===== src/msc_params.svh =====
// Register offsets, field positions, reset values and limits of the statistics bank
`ifndef MSC_PARAMS_SVH
`define MSC_PARAMS_SVH
`define MSC_OFF_RX_BIN_512_1023    16'h406C
`define MSC_OFF_RX_BIN_1024_MAX    16'h4070
`define MSC_OFF_RX_GOOD_PACKETS    16'h4074
`define MSC_OFF_RX_BCAST_PACKETS   16'h4078
`define MSC_OFF_RX_MCAST_PACKETS   16'h407C
`define MSC_OFF_TX_GOOD_PACKETS    16'h4080
`define MSC_OFF_RX_OCTETS_LOW      16'h4088
`define MSC_OFF_RX_OCTETS_HIGH     16'h408C
`define MSC_OFF_TX_OCTETS_LOW      16'h4090
`define MSC_OFF_TX_OCTETS_HIGH     16'h4094
`define MSC_OFF_RX_NO_BUFFER       16'h40A0
`define MSC_OFF_RX_UNDERSIZE       16'h40A4
`define MSC_OFF_RX_FRAGMENT        16'h40A8
`define MSC_OFF_RX_OVERSIZE        16'h40AC
`define MSC_OFF_RX_JABBER          16'h40B0
`define MSC_OFF_CONTROL            16'h40B4
`define MSC_OFF_MAX_LONG_LEN       16'h40B8
`define MSC_CTL_RX_EN_BIT          0
`define MSC_CTL_TX_EN_BIT          1
`define MSC_CTL_LONG_EN_BIT        2
`define MSC_CTL_EXT_VLAN_BIT       3
`define MSC_CTL_BCAST_EN_BIT       4
`define MSC_CNT_RESET              32'h0000_0000
`define MSC_CTL_RESET              32'h0000_0000
`define MSC_MAX_LONG_RESET         16'h2600
`define MSC_LEN_MIN                16'h0040
`define MSC_LEN_RUNT               16'h0019
`define MSC_LEN_BIN_LO             16'h0200
`define MSC_LEN_BIN_HI             16'h03FF
`define MSC_LEN_BIN_TOP            16'h0400
`define MSC_LEN_STD_MAX            16'h05F2
`define MSC_LEN_VLAN_MAX           16'h05F6
`define MSC_RESP_OKAY              2'b00
`define MSC_RESP_SLVERR            2'b10
`endif


===== src/msc_pkg.sv =====
// Types shared by the statistics bank
package msc_pkg;
   typedef struct packed {
      logic        valid;
      logic [15:0] length;
      logic        crc_ok;
      logic        addr_pass;
      logic        bcast;
      logic        mcast;
      logic        flow_ctl;
      logic        missed;
      logic        link_cut;
      logic        desc_empty;
      logic [2:0]  dropped_copies;
   } msc_rx_status_t;
   typedef struct packed {
      logic        valid;
      logic [15:0] length;
      logic        ok;
      logic        flow_ctl;
   } msc_tx_status_t;
   typedef enum logic [3:0] {
      MSC_C_BIN512, MSC_C_BIN1024, MSC_C_RXGOOD, MSC_C_BCAST, MSC_C_MCAST, MSC_C_TXGOOD,
      MSC_C_NOBUF, MSC_C_UNDER, MSC_C_FRAG, MSC_C_OVER, MSC_C_JAB, MSC_C_NUM
   } msc_cnt_t;
   typedef enum {MSC_RD_IDLE, MSC_RD_RESP} msc_rd_state_t;
   typedef enum {MSC_WR_IDLE, MSC_WR_RESP} msc_wr_state_t;
endpackage


===== src/msc_stats.sv =====
// Clear-on-read receive and transmit statistics bank with AXI4-Lite slave
//
// Decided for this implementation: the AXI4-Lite interface to the registers.
`timescale 1ns/1ps
`include "msc_params.svh"
module msc_stats #(
   parameter int ADDR_W = 16
) (
   input  wire logic                  clk,
   input  wire logic                  rst,
   input  wire logic                  ce,
   input  wire msc_pkg::msc_rx_status_t rx_status,
   input  wire msc_pkg::msc_tx_status_t tx_status,
   input  wire logic [ADDR_W-1:0]     s_axi_awaddr,
   input  wire logic                  s_axi_awvalid,
   output logic                       s_axi_awready,
   input  wire logic [31:0]           s_axi_wdata,
   input  wire logic [3:0]            s_axi_wstrb,
   input  wire logic                  s_axi_wvalid,
   output logic                       s_axi_wready,
   output logic [1:0]                 s_axi_bresp,
   output logic                       s_axi_bvalid,
   input  wire logic                  s_axi_bready,
   input  wire logic [ADDR_W-1:0]     s_axi_araddr,
   input  wire logic                  s_axi_arvalid,
   output logic                       s_axi_arready,
   output logic [31:0]                s_axi_rdata,
   output logic [1:0]                 s_axi_rresp,
   output logic                       s_axi_rvalid,
   input  wire logic                  s_axi_rready
);
   localparam int NC = int'(msc_pkg::MSC_C_NUM);

   if (ADDR_W < 16)
   begin
      $error("ADDR_W must be at least 16");
   end

   // Registers
   logic [31:0]   cnt_r [NC];
   logic [31:0]   cnt_nxt [NC];
   logic [63:0]   rxo_r, rxo_nxt, txo_r, txo_nxt;
   logic [31:0]   rxo_hi_snap_r, rxo_hi_snap_nxt, txo_hi_snap_r, txo_hi_snap_nxt;
   logic [31:0]   ctl_r, ctl_nxt;
   logic [15:0]   max_long_r, max_long_nxt;
   msc_pkg::msc_rd_state_t rd_st_r, rd_st_nxt;
   msc_pkg::msc_wr_state_t wr_st_r, wr_st_nxt;
   logic          aw_got_r, aw_got_nxt, w_got_r, w_got_nxt;
   logic [ADDR_W-1:0] aw_addr_r, aw_addr_nxt;
   logic [31:0]   w_data_r, w_data_nxt;
   logic [3:0]    w_strb_r, w_strb_nxt;
   logic [31:0]   rdata_r, rdata_nxt;
   logic [1:0]    rresp_r, rresp_nxt, bresp_r, bresp_nxt;

   // Frame classification
   logic          rx_en, tx_en, rx_ok, good_crc, legal, oversize, undersize;
   logic [15:0]   max_len;
   logic [NC-1:0] inc;
   logic [2:0]    nobuf_add;
   logic [63:0]   rx_add, tx_add;

   always_comb
   begin
      rx_en     = ctl_r[`MSC_CTL_RX_EN_BIT];
      tx_en     = ctl_r[`MSC_CTL_TX_EN_BIT];
      max_len   = ctl_r[`MSC_CTL_LONG_EN_BIT] ? max_long_r :
                  (ctl_r[`MSC_CTL_EXT_VLAN_BIT] ? `MSC_LEN_VLAN_MAX : `MSC_LEN_STD_MAX);
      oversize  = rx_status.length > max_len;
      undersize = rx_status.length < `MSC_LEN_MIN;
      legal     = !oversize && !undersize;
      good_crc  = rx_status.crc_ok || rx_status.link_cut;
      rx_ok     = rx_status.valid && rx_en && rx_status.addr_pass && !rx_status.missed
                  && !rx_status.flow_ctl && good_crc && legal;
      inc       = '0;
      inc[msc_pkg::MSC_C_BIN512]  = rx_ok && rx_status.length >= `MSC_LEN_BIN_LO
                                    && rx_status.length <= `MSC_LEN_BIN_HI;
      inc[msc_pkg::MSC_C_BIN1024] = rx_ok && rx_status.length >= `MSC_LEN_BIN_TOP;
      inc[msc_pkg::MSC_C_RXGOOD]  = rx_ok;
      inc[msc_pkg::MSC_C_BCAST]   = rx_ok && rx_status.bcast && ctl_r[`MSC_CTL_BCAST_EN_BIT];
      inc[msc_pkg::MSC_C_MCAST]   = rx_ok && rx_status.mcast;
      inc[msc_pkg::MSC_C_TXGOOD]  = tx_status.valid && tx_en && tx_status.ok
                                    && !tx_status.flow_ctl && tx_status.length >= `MSC_LEN_MIN;
      inc[msc_pkg::MSC_C_UNDER]   = rx_status.valid && rx_en && rx_status.addr_pass && undersize
                                    && rx_status.length >= `MSC_LEN_RUNT && rx_status.crc_ok;
      inc[msc_pkg::MSC_C_FRAG]    = rx_status.valid && rx_en && rx_status.addr_pass && undersize
                                    && rx_status.length >= `MSC_LEN_RUNT && !rx_status.crc_ok;
      inc[msc_pkg::MSC_C_OVER]    = rx_status.valid && rx_en && rx_status.addr_pass && oversize
                                    && rx_status.crc_ok;
      inc[msc_pkg::MSC_C_JAB]     = rx_status.valid && rx_en && rx_status.addr_pass && oversize
                                    && !rx_status.crc_ok;
      nobuf_add = (rx_status.valid && rx_en && !rx_status.flow_ctl && rx_status.desc_empty)
                  ? ((rx_status.dropped_copies == 3'h0) ? 3'h1 : rx_status.dropped_copies)
                  : 3'h0;
      inc[msc_pkg::MSC_C_NOBUF]   = nobuf_add != 3'h0;
      rx_add    = rx_ok ? {48'h0, rx_status.length} : 64'h0;
      tx_add    = inc[msc_pkg::MSC_C_TXGOOD] ? {48'h0, tx_status.length} : 64'h0;
   end

   // Read and write decode
   logic          rd_fire, wr_fire;
   logic [ADDR_W-1:0] rd_off;
   logic [NC-1:0] rd_hit;
   logic          rd_rxl, rd_rxh, rd_txl, rd_txh;

   always_comb
   begin
      rd_off  = {s_axi_araddr[ADDR_W-1:2], 2'b00};
      rd_fire = s_axi_arvalid && s_axi_arready;
      wr_fire = aw_got_r && w_got_r && wr_st_r == msc_pkg::MSC_WR_IDLE;
      rd_hit  = '0;
      rd_hit[msc_pkg::MSC_C_BIN512]  = rd_off == `MSC_OFF_RX_BIN_512_1023;
      rd_hit[msc_pkg::MSC_C_BIN1024] = rd_off == `MSC_OFF_RX_BIN_1024_MAX;
      rd_hit[msc_pkg::MSC_C_RXGOOD]  = rd_off == `MSC_OFF_RX_GOOD_PACKETS;
      rd_hit[msc_pkg::MSC_C_BCAST]   = rd_off == `MSC_OFF_RX_BCAST_PACKETS;
      rd_hit[msc_pkg::MSC_C_MCAST]   = rd_off == `MSC_OFF_RX_MCAST_PACKETS;
      rd_hit[msc_pkg::MSC_C_TXGOOD]  = rd_off == `MSC_OFF_TX_GOOD_PACKETS;
      rd_hit[msc_pkg::MSC_C_NOBUF]   = rd_off == `MSC_OFF_RX_NO_BUFFER;
      rd_hit[msc_pkg::MSC_C_UNDER]   = rd_off == `MSC_OFF_RX_UNDERSIZE;
      rd_hit[msc_pkg::MSC_C_FRAG]    = rd_off == `MSC_OFF_RX_FRAGMENT;
      rd_hit[msc_pkg::MSC_C_OVER]    = rd_off == `MSC_OFF_RX_OVERSIZE;
      rd_hit[msc_pkg::MSC_C_JAB]     = rd_off == `MSC_OFF_RX_JABBER;
      rd_rxl  = rd_off == `MSC_OFF_RX_OCTETS_LOW;
      rd_rxh  = rd_off == `MSC_OFF_RX_OCTETS_HIGH;
      rd_txl  = rd_off == `MSC_OFF_TX_OCTETS_LOW;
      rd_txh  = rd_off == `MSC_OFF_TX_OCTETS_HIGH;
   end

   // Saturating add for octet counters
   function automatic logic [63:0] msc_sat_add(input logic [63:0] a, input logic [63:0] b);
      logic [64:0] s;
      s = {1'b0, a} + {1'b0, b};
      return s[64] ? 64'hFFFF_FFFF_FFFF_FFFF : s[63:0];
   endfunction

   // Counter next values
   always_comb
   begin
      for (int i = 0; i < NC; i++)
      begin
         cnt_nxt[i] = (rd_fire && rd_hit[i]) ? `MSC_CNT_RESET : cnt_r[i];
         if (i == int'(msc_pkg::MSC_C_NOBUF))
            cnt_nxt[i] = cnt_nxt[i] + {29'h0, nobuf_add};
         else if (inc[i])
            cnt_nxt[i] = cnt_nxt[i] + 32'h1;
      end
      rxo_hi_snap_nxt = (rd_fire && rd_rxl) ? rxo_r[63:32] : rxo_hi_snap_r;
      txo_hi_snap_nxt = (rd_fire && rd_txl) ? txo_r[63:32] : txo_hi_snap_r;
      rxo_nxt = rxo_r;
      txo_nxt = txo_r;
      if (rd_fire && rd_rxl)
         rxo_nxt = 64'h0;
      if (rd_fire && rd_txl)
         txo_nxt = 64'h0;
      rxo_nxt = msc_sat_add(rxo_nxt, rx_add);
      txo_nxt = msc_sat_add(txo_nxt, tx_add);
   end

   // Read channel
   always_comb
   begin
      rd_st_nxt = rd_st_r;
      rdata_nxt = rdata_r;
      rresp_nxt = rresp_r;
      case (rd_st_r)
         msc_pkg::MSC_RD_IDLE:
         begin
            if (rd_fire)
            begin
               rd_st_nxt = msc_pkg::MSC_RD_RESP;
               rresp_nxt = `MSC_RESP_OKAY;
               rdata_nxt = 32'h0;
               for (int i = 0; i < NC; i++)
               begin
                  if (rd_hit[i])
                     rdata_nxt = cnt_r[i];
               end
               if (rd_rxl)
                  rdata_nxt = rxo_r[31:0];
               else if (rd_rxh)
                  rdata_nxt = rxo_hi_snap_r;
               else if (rd_txl)
                  rdata_nxt = txo_r[31:0];
               else if (rd_txh)
                  rdata_nxt = txo_hi_snap_r;
               else if (rd_off == `MSC_OFF_CONTROL)
                  rdata_nxt = ctl_r;
               else if (rd_off == `MSC_OFF_MAX_LONG_LEN)
                  rdata_nxt = {16'h0, max_long_r};
               else if (rd_hit == '0)
                  rresp_nxt = `MSC_RESP_SLVERR;
            end
         end
         msc_pkg::MSC_RD_RESP:
         begin
            if (s_axi_rready)
               rd_st_nxt = msc_pkg::MSC_RD_IDLE;
         end
         default:
            rd_st_nxt = msc_pkg::MSC_RD_IDLE;
      endcase
   end

   // Write channel
   always_comb
   begin
      wr_st_nxt    = wr_st_r;
      aw_got_nxt   = aw_got_r;
      w_got_nxt    = w_got_r;
      aw_addr_nxt  = aw_addr_r;
      w_data_nxt   = w_data_r;
      w_strb_nxt   = w_strb_r;
      bresp_nxt    = bresp_r;
      ctl_nxt      = ctl_r;
      max_long_nxt = max_long_r;
      if (s_axi_awvalid && s_axi_awready)
      begin
         aw_got_nxt  = 1'b1;
         aw_addr_nxt = s_axi_awaddr;
      end
      if (s_axi_wvalid && s_axi_wready)
      begin
         w_got_nxt  = 1'b1;
         w_data_nxt = s_axi_wdata;
         w_strb_nxt = s_axi_wstrb;
      end
      case (wr_st_r)
         msc_pkg::MSC_WR_IDLE:
         begin
            if (wr_fire)
            begin
               wr_st_nxt  = msc_pkg::MSC_WR_RESP;
               aw_got_nxt = 1'b0;
               w_got_nxt  = 1'b0;
               bresp_nxt  = `MSC_RESP_OKAY;
               if ({aw_addr_r[ADDR_W-1:2], 2'b00} == `MSC_OFF_CONTROL)
               begin
                  for (int b = 0; b < 4; b++)
                  begin
                     if (w_strb_r[b])
                        ctl_nxt[b*8 +: 8] = w_data_r[b*8 +: 8];
                  end
               end
               else if ({aw_addr_r[ADDR_W-1:2], 2'b00} == `MSC_OFF_MAX_LONG_LEN)
               begin
                  for (int b = 0; b < 2; b++)
                  begin
                     if (w_strb_r[b])
                        max_long_nxt[b*8 +: 8] = w_data_r[b*8 +: 8];
                  end
               end
               else
                  bresp_nxt = `MSC_RESP_SLVERR;
            end
         end
         msc_pkg::MSC_WR_RESP:
         begin
            if (s_axi_bready)
               wr_st_nxt = msc_pkg::MSC_WR_IDLE;
         end
         default:
            wr_st_nxt = msc_pkg::MSC_WR_IDLE;
      endcase
   end

   always_ff @(posedge clk)
   begin
      if (rst)
      begin
         for (int i = 0; i < NC; i++)
            cnt_r[i] <= `MSC_CNT_RESET;
         rxo_r         <= 64'h0;
         txo_r         <= 64'h0;
         rxo_hi_snap_r <= `MSC_CNT_RESET;
         txo_hi_snap_r <= `MSC_CNT_RESET;
         ctl_r         <= `MSC_CTL_RESET;
         max_long_r    <= `MSC_MAX_LONG_RESET;
         rd_st_r       <= msc_pkg::MSC_RD_IDLE;
         wr_st_r       <= msc_pkg::MSC_WR_IDLE;
         aw_got_r      <= 1'b0;
         w_got_r       <= 1'b0;
         aw_addr_r     <= '0;
         w_data_r      <= 32'h0;
         w_strb_r      <= 4'h0;
         rdata_r       <= 32'h0;
         rresp_r       <= `MSC_RESP_OKAY;
         bresp_r       <= `MSC_RESP_OKAY;
      end
      else if (ce)
      begin
         cnt_r         <= cnt_nxt;
         rxo_r         <= rxo_nxt;
         txo_r         <= txo_nxt;
         rxo_hi_snap_r <= rxo_hi_snap_nxt;
         txo_hi_snap_r <= txo_hi_snap_nxt;
         ctl_r         <= ctl_nxt;
         max_long_r    <= max_long_nxt;
         rd_st_r       <= rd_st_nxt;
         wr_st_r       <= wr_st_nxt;
         aw_got_r      <= aw_got_nxt;
         w_got_r       <= w_got_nxt;
         aw_addr_r     <= aw_addr_nxt;
         w_data_r      <= w_data_nxt;
         w_strb_r      <= w_strb_nxt;
         rdata_r       <= rdata_nxt;
         rresp_r       <= rresp_nxt;
         bresp_r       <= bresp_nxt;
      end
   end

   // Outputs from flip-flops
   always_ff @(posedge clk)
   begin
      if (rst)
      begin
         s_axi_arready <= 1'b0;
         s_axi_awready <= 1'b0;
         s_axi_wready  <= 1'b0;
         s_axi_rvalid  <= 1'b0;
         s_axi_bvalid  <= 1'b0;
      end
      else if (ce)
      begin
         s_axi_arready <= rd_st_nxt == msc_pkg::MSC_RD_IDLE && !rd_fire;
         s_axi_awready <= !aw_got_nxt;
         s_axi_wready  <= !w_got_nxt;
         s_axi_rvalid  <= rd_st_nxt == msc_pkg::MSC_RD_RESP;
         s_axi_bvalid  <= wr_st_nxt == msc_pkg::MSC_WR_RESP;
      end
   end

   always_comb
   begin
      s_axi_rdata  = rdata_r;
      s_axi_rresp  = rresp_r;
      s_axi_bresp  = bresp_r;
   end
endmodule


===== config.mk =====
export PLATFORM = sky130hd
export DESIGN_NAME = msc_stats
export DESIGN_NICKNAME = d
export VERILOG_FILES = /design/src/msc_pkg.sv /design/src/msc_stats.sv
export VERILOG_INCLUDE_DIRS = /design/src
export SDC_FILE = /design/constraint.sdc
export NUM_CORES = 2
export LEC_CHECK = 0
export BUFFER_PORTS_ARGS = -buffer_cell sky130_fd_sc_hd__clkbuf_2
export CAP_MARGIN = 15
export CELL_PAD_IN_SITES_DETAIL_PLACEMENT = 1
export CELL_PAD_IN_SITES_GLOBAL_PLACEMENT = 2
export CORE_MARGIN = 3
export CORE_UTILIZATION = 40
export CTS_CLUSTER_SIZE = 25
export DETAILED_ROUTE_END_ITERATION = 10
export PLACE_DENSITY_LB_ADDON = 0.1
export SLEW_MARGIN = 20
export SYNTH_ARGS = -nofsm -noshare
export SYNTH_HDL_FRONTEND = slang
export SYNTH_SLANG_ARGS = --single-unit
export TNS_END_PERCENT = 100

===== constraint.sdc =====
create_clock -name clk -period 9.36 [get_ports clk]
set_input_delay 1.872 -clock clk [delete_from_list [all_inputs] [get_ports clk]]
set_output_delay 1.872 -clock clk [all_outputs]
set_load 0.05 [all_outputs]

==> summary.md <==
| Metric | Value |
|---|---|
| Reg clk slew, reported paths | `~0.06 ns` |
| Status | `finished clean` |
| Hold_buf cts | `0` |
| FP Rows | `between 100 and 150` |
| Number of global-route vias before repair | `41,500` |
| Detailed Routing Iterations Pass 1 | `6` |
| Hpwl dp | `142,000 um` |
| Drt initial violations | `4,497` |
| P per Cell Area | `around 160 nW/um^2` |
| Crit path max fanout | `19` |
| DRC | `0` |
| Post-layout min period | `7.29 ns` |
| Max Cap Violations | `0` |
| Synthesized instance count | `5,439` |
| Data arrival, critical path | `7.90 ns` |
| Synth Flop Type | `dfxtp_1` |
| CTS buffer count | `90` |
| CP peak stage delay | `around 0.99 ns` |
| YS warnings | `0` |
| RSZ-0062 raised after global routing | `no` |
| H-tree levels | `3` |
| Nets@finish | `roughly 5,600` |
| Via-per-instance ratio | `roughly 6.2` |
| Die Footprint | `107,000 sq um` |
| Routability cong. | `0.980` |
| First-pass GRT wire length | `282,000 um` |
| Final hold violations | `0` |
| Layout cells sized above 1 | `under 10%` |
| Top Family by Delay on Critical Path | `simple AND/OR/NAND/NOR gates` |
| Largest register FFs | `around 350` |
| CTS tree | `yes` |
| Vias | `about 43,000` |
| WP data required | `9.97 ns` |
| # Post-CTS Setup Buffers | `0` |
| Die height | `~330 um` |
| Met2 usage | `50.5%` |
| Worst Setup Start Kind | `input port` |
| Post-synth EDFFs | `0` |
| Clock root cell | `clkbuf_16` |
| Initial antenna violation count | `20` |
| Port Buffers | `157` |
| Slowest cell on the critical path | `nor4_2` |
| Critical Path End Type | `flip-flop` |
| Worst min path class | `reg2reg` |
| Storage element area | `15,000 sq um` |
| Mapped Area | `41,200 sq um` |
| Clock buffer depth | `3` |
| Ports | `164` |
| Crit-path cells | `clkbuf_2, nor4_2, nand4_1, buf_4, and2_1, ha_1, o211ai_1, o221ai_1, nand2_1, a2111oi_4, buf_4, nand2_1, a21boi_0, o22ai_1` |
| Fraction of the yosys area taken by sequential cells | `36.3%` |
| Grt ovf | `0` |
| Gr usage total | `34.8%` |
| Initial Util | `between 40% and 50%` |
| CTS Sinks | `747` |
| Fillers | `12,600` |
| Crit Path Category | `in2reg` |
| Max Clock Skew | `0.0265 ns` |
| Multi-input gate area | `24,700 sq um` |
| Final ANT Viol Nets | `0` |
| Ys async rst share | `0%` |
| Bufs and invs on worst path | `3` |
| Largest net degree at the start of global routing | `between 150 and 200` |
| Rel. slew slack | `19.9%` |
| Area of placed instances | `43,300 sq um` |
| Final Cell Area | `46,700 sq um` |
| GR peak layer | `met2` |
| Maximum vdd drop | `~0.17 mV` |
| Die Wd | `roughly 330 um` |
| Layout area overhead | `13.2%` |
| Synthesized area per cell | `7.58 sq um` |
| Met1 Usage GRT | `about half` |
| CTS resizes | `0` |
| Final wirelength | `192,000 um` |
| Fin Setup TNS | `0 ns` |
| Crit share post-route | `77.9%` |
| Slew @ Worst Pin | `1.20 ns` |
| Post-synth cell types | `roughly 110` |
| Core area | `around 100,000 sq um` |
| Largest Register | `cnt_r` |
| Fin. max-slew vios | `0` |
| Leakage | `16.0 nW` |
| Synth Register Bits | `roughly 750` |
| Largest registers | `cnt_r (352), rxo_r (64), txo_r (64)` |
| Global routing usage on met3 | `~8.9%` |
| Final setup violating endpoints | `0` |
| Worst-Skew Late Latency | `0.71 ns` |
| Achievable clock frequency | `0.137 GHz` |
| WL per Instance | `27.8 um` |
## area by class of cell
class	count	area share, %
clock buffer	125	5.56
inverter	74	0.601
antenna	6	0.0322
tap	1368	3.67
multi-input combinational	4282	53.0
sequential	747	32.1
clock inverter	40	1.60
timing repair buffer	263	3.47
## logic make-up (layout without fill, tap and decap cells)
| kind of cell | count (synthesis) | count (layout) | synth area share (%) |
|---|---|---|---|
| muxes | 71 | 71 | 1.78 |
| xor gates and xnor gates | 280 | 280 | 5.95 |
| other | 1 | 8 | 0.00910 |
| AOI/OAI and AO/OA | 1170 | 1170 | 18.5 |
| and+or+nand+nor | 2695 | 2695 | 31.4 |
| DFF | 747 | 747 | 36.3 |
| buffers and inverters | 411 | 502 | 4.08 |
| adders and majority gates | 64 | 64 | 2.00 |
## worst min-delay path, stage by stage, from the launching register on
cell and delay [ns]:
dfxtp_1 0.31, nand2_1 0.05, nand2_1 0.04
## Yosys cell counts (30+ instances only)
cell,instances,share of area [%]
and4_1,38,0.81
xor2_1,133,2.8
nor2b_1,40,0.61
xnor2_1,147,3.1
a31oi_1,73,1.1
dfxtp_1,747,36
inv_1,73,0.66
or3_1,40,0.61
clkbuf_1,268,2.4
nand3_1,242,2.9
nor4_1,93,1.4
o22ai_1,35,0.53
a21oi_1,416,5.1
and3_1,84,1.3
o221ai_1,38,0.81
nor3_1,153,1.9
and2_1,181,2.7
o211ai_1,37,0.67
ha_1,61,1.9
a22oi_1,35,0.64
a211oi_1,61,1.1
buf_2,30,0.36
nand2_1,912,8.3
o21ai_0,186,2.3
nand4_1,146,2.2
mux2i_1,52,1.3
nor2_1,622,5.7
a221oi_1,37,0.79
## layout by cell type, fill, tap and decap left out, types with 90 or more instances in the layout
cell type  count
a21oi_1      415
nand4_1      146
nor2_1       614
o21ai_0      186
nand3_1      242
nand2_1      909
xnor2_1      147
xor2_1       133
clkbuf_2     154
buf_4         99
and2_1       181
dfxtp_1      747
nor3_1       149
clkbuf_16     90
## per-stage QoR
| stage | cells | power, mW | hold slack, ns | utilization (%) | setup WS (ns) |
|---|---|---|---|---|---|
| global route | 6901 | 7.74 | 0.460 | 45.7 | 1.72 |
| finish | 6905 | 7.54 | 0.437 | 45.7 | 2.07 |
| detailed placement | 6729 | 3.61 | 0.433 | 42.4 | 1.54 |
| floorplan | 5440 | 3.46 | 0.430 | - | 2.78 |
| global placement | 6728 | 3.60 | 0.427 | 42.4 | 1.57 |
| CTS | 6894 | 7.59 | 0.441 | 45.7 | 2.26 |
## power by group
group	switching, mW	internal, mW
clock network	1.56	2.44
logic	0.240	0.0835
registers	0.0228	3.20
total	1.82	5.72
## layer usage
layer	part of all wire, %	up-vias
li1	-	19500
met1	44	21400
met2	42	1748
met3	9.5	373
met4	4.5	18
met5	0.063	-
## path summary, 6_finish.rpt
check / from / to / slack (ns) / depth (start not counted)
worst max-delay path: s_axi_araddr[11] / txo_r[60] / 2.07 / 14
worst min-delay path: s_axi_rdata[23] / s_axi_rdata[23] / 0.44 / 2
worst max register to register: ctl_r[2] / rxo_r[45] / 2.83 / 17
worst min register to register: s_axi_rdata[23] / s_axi_rdata[23] / 0.44 / 2
(Power assumes the default switching activity.)
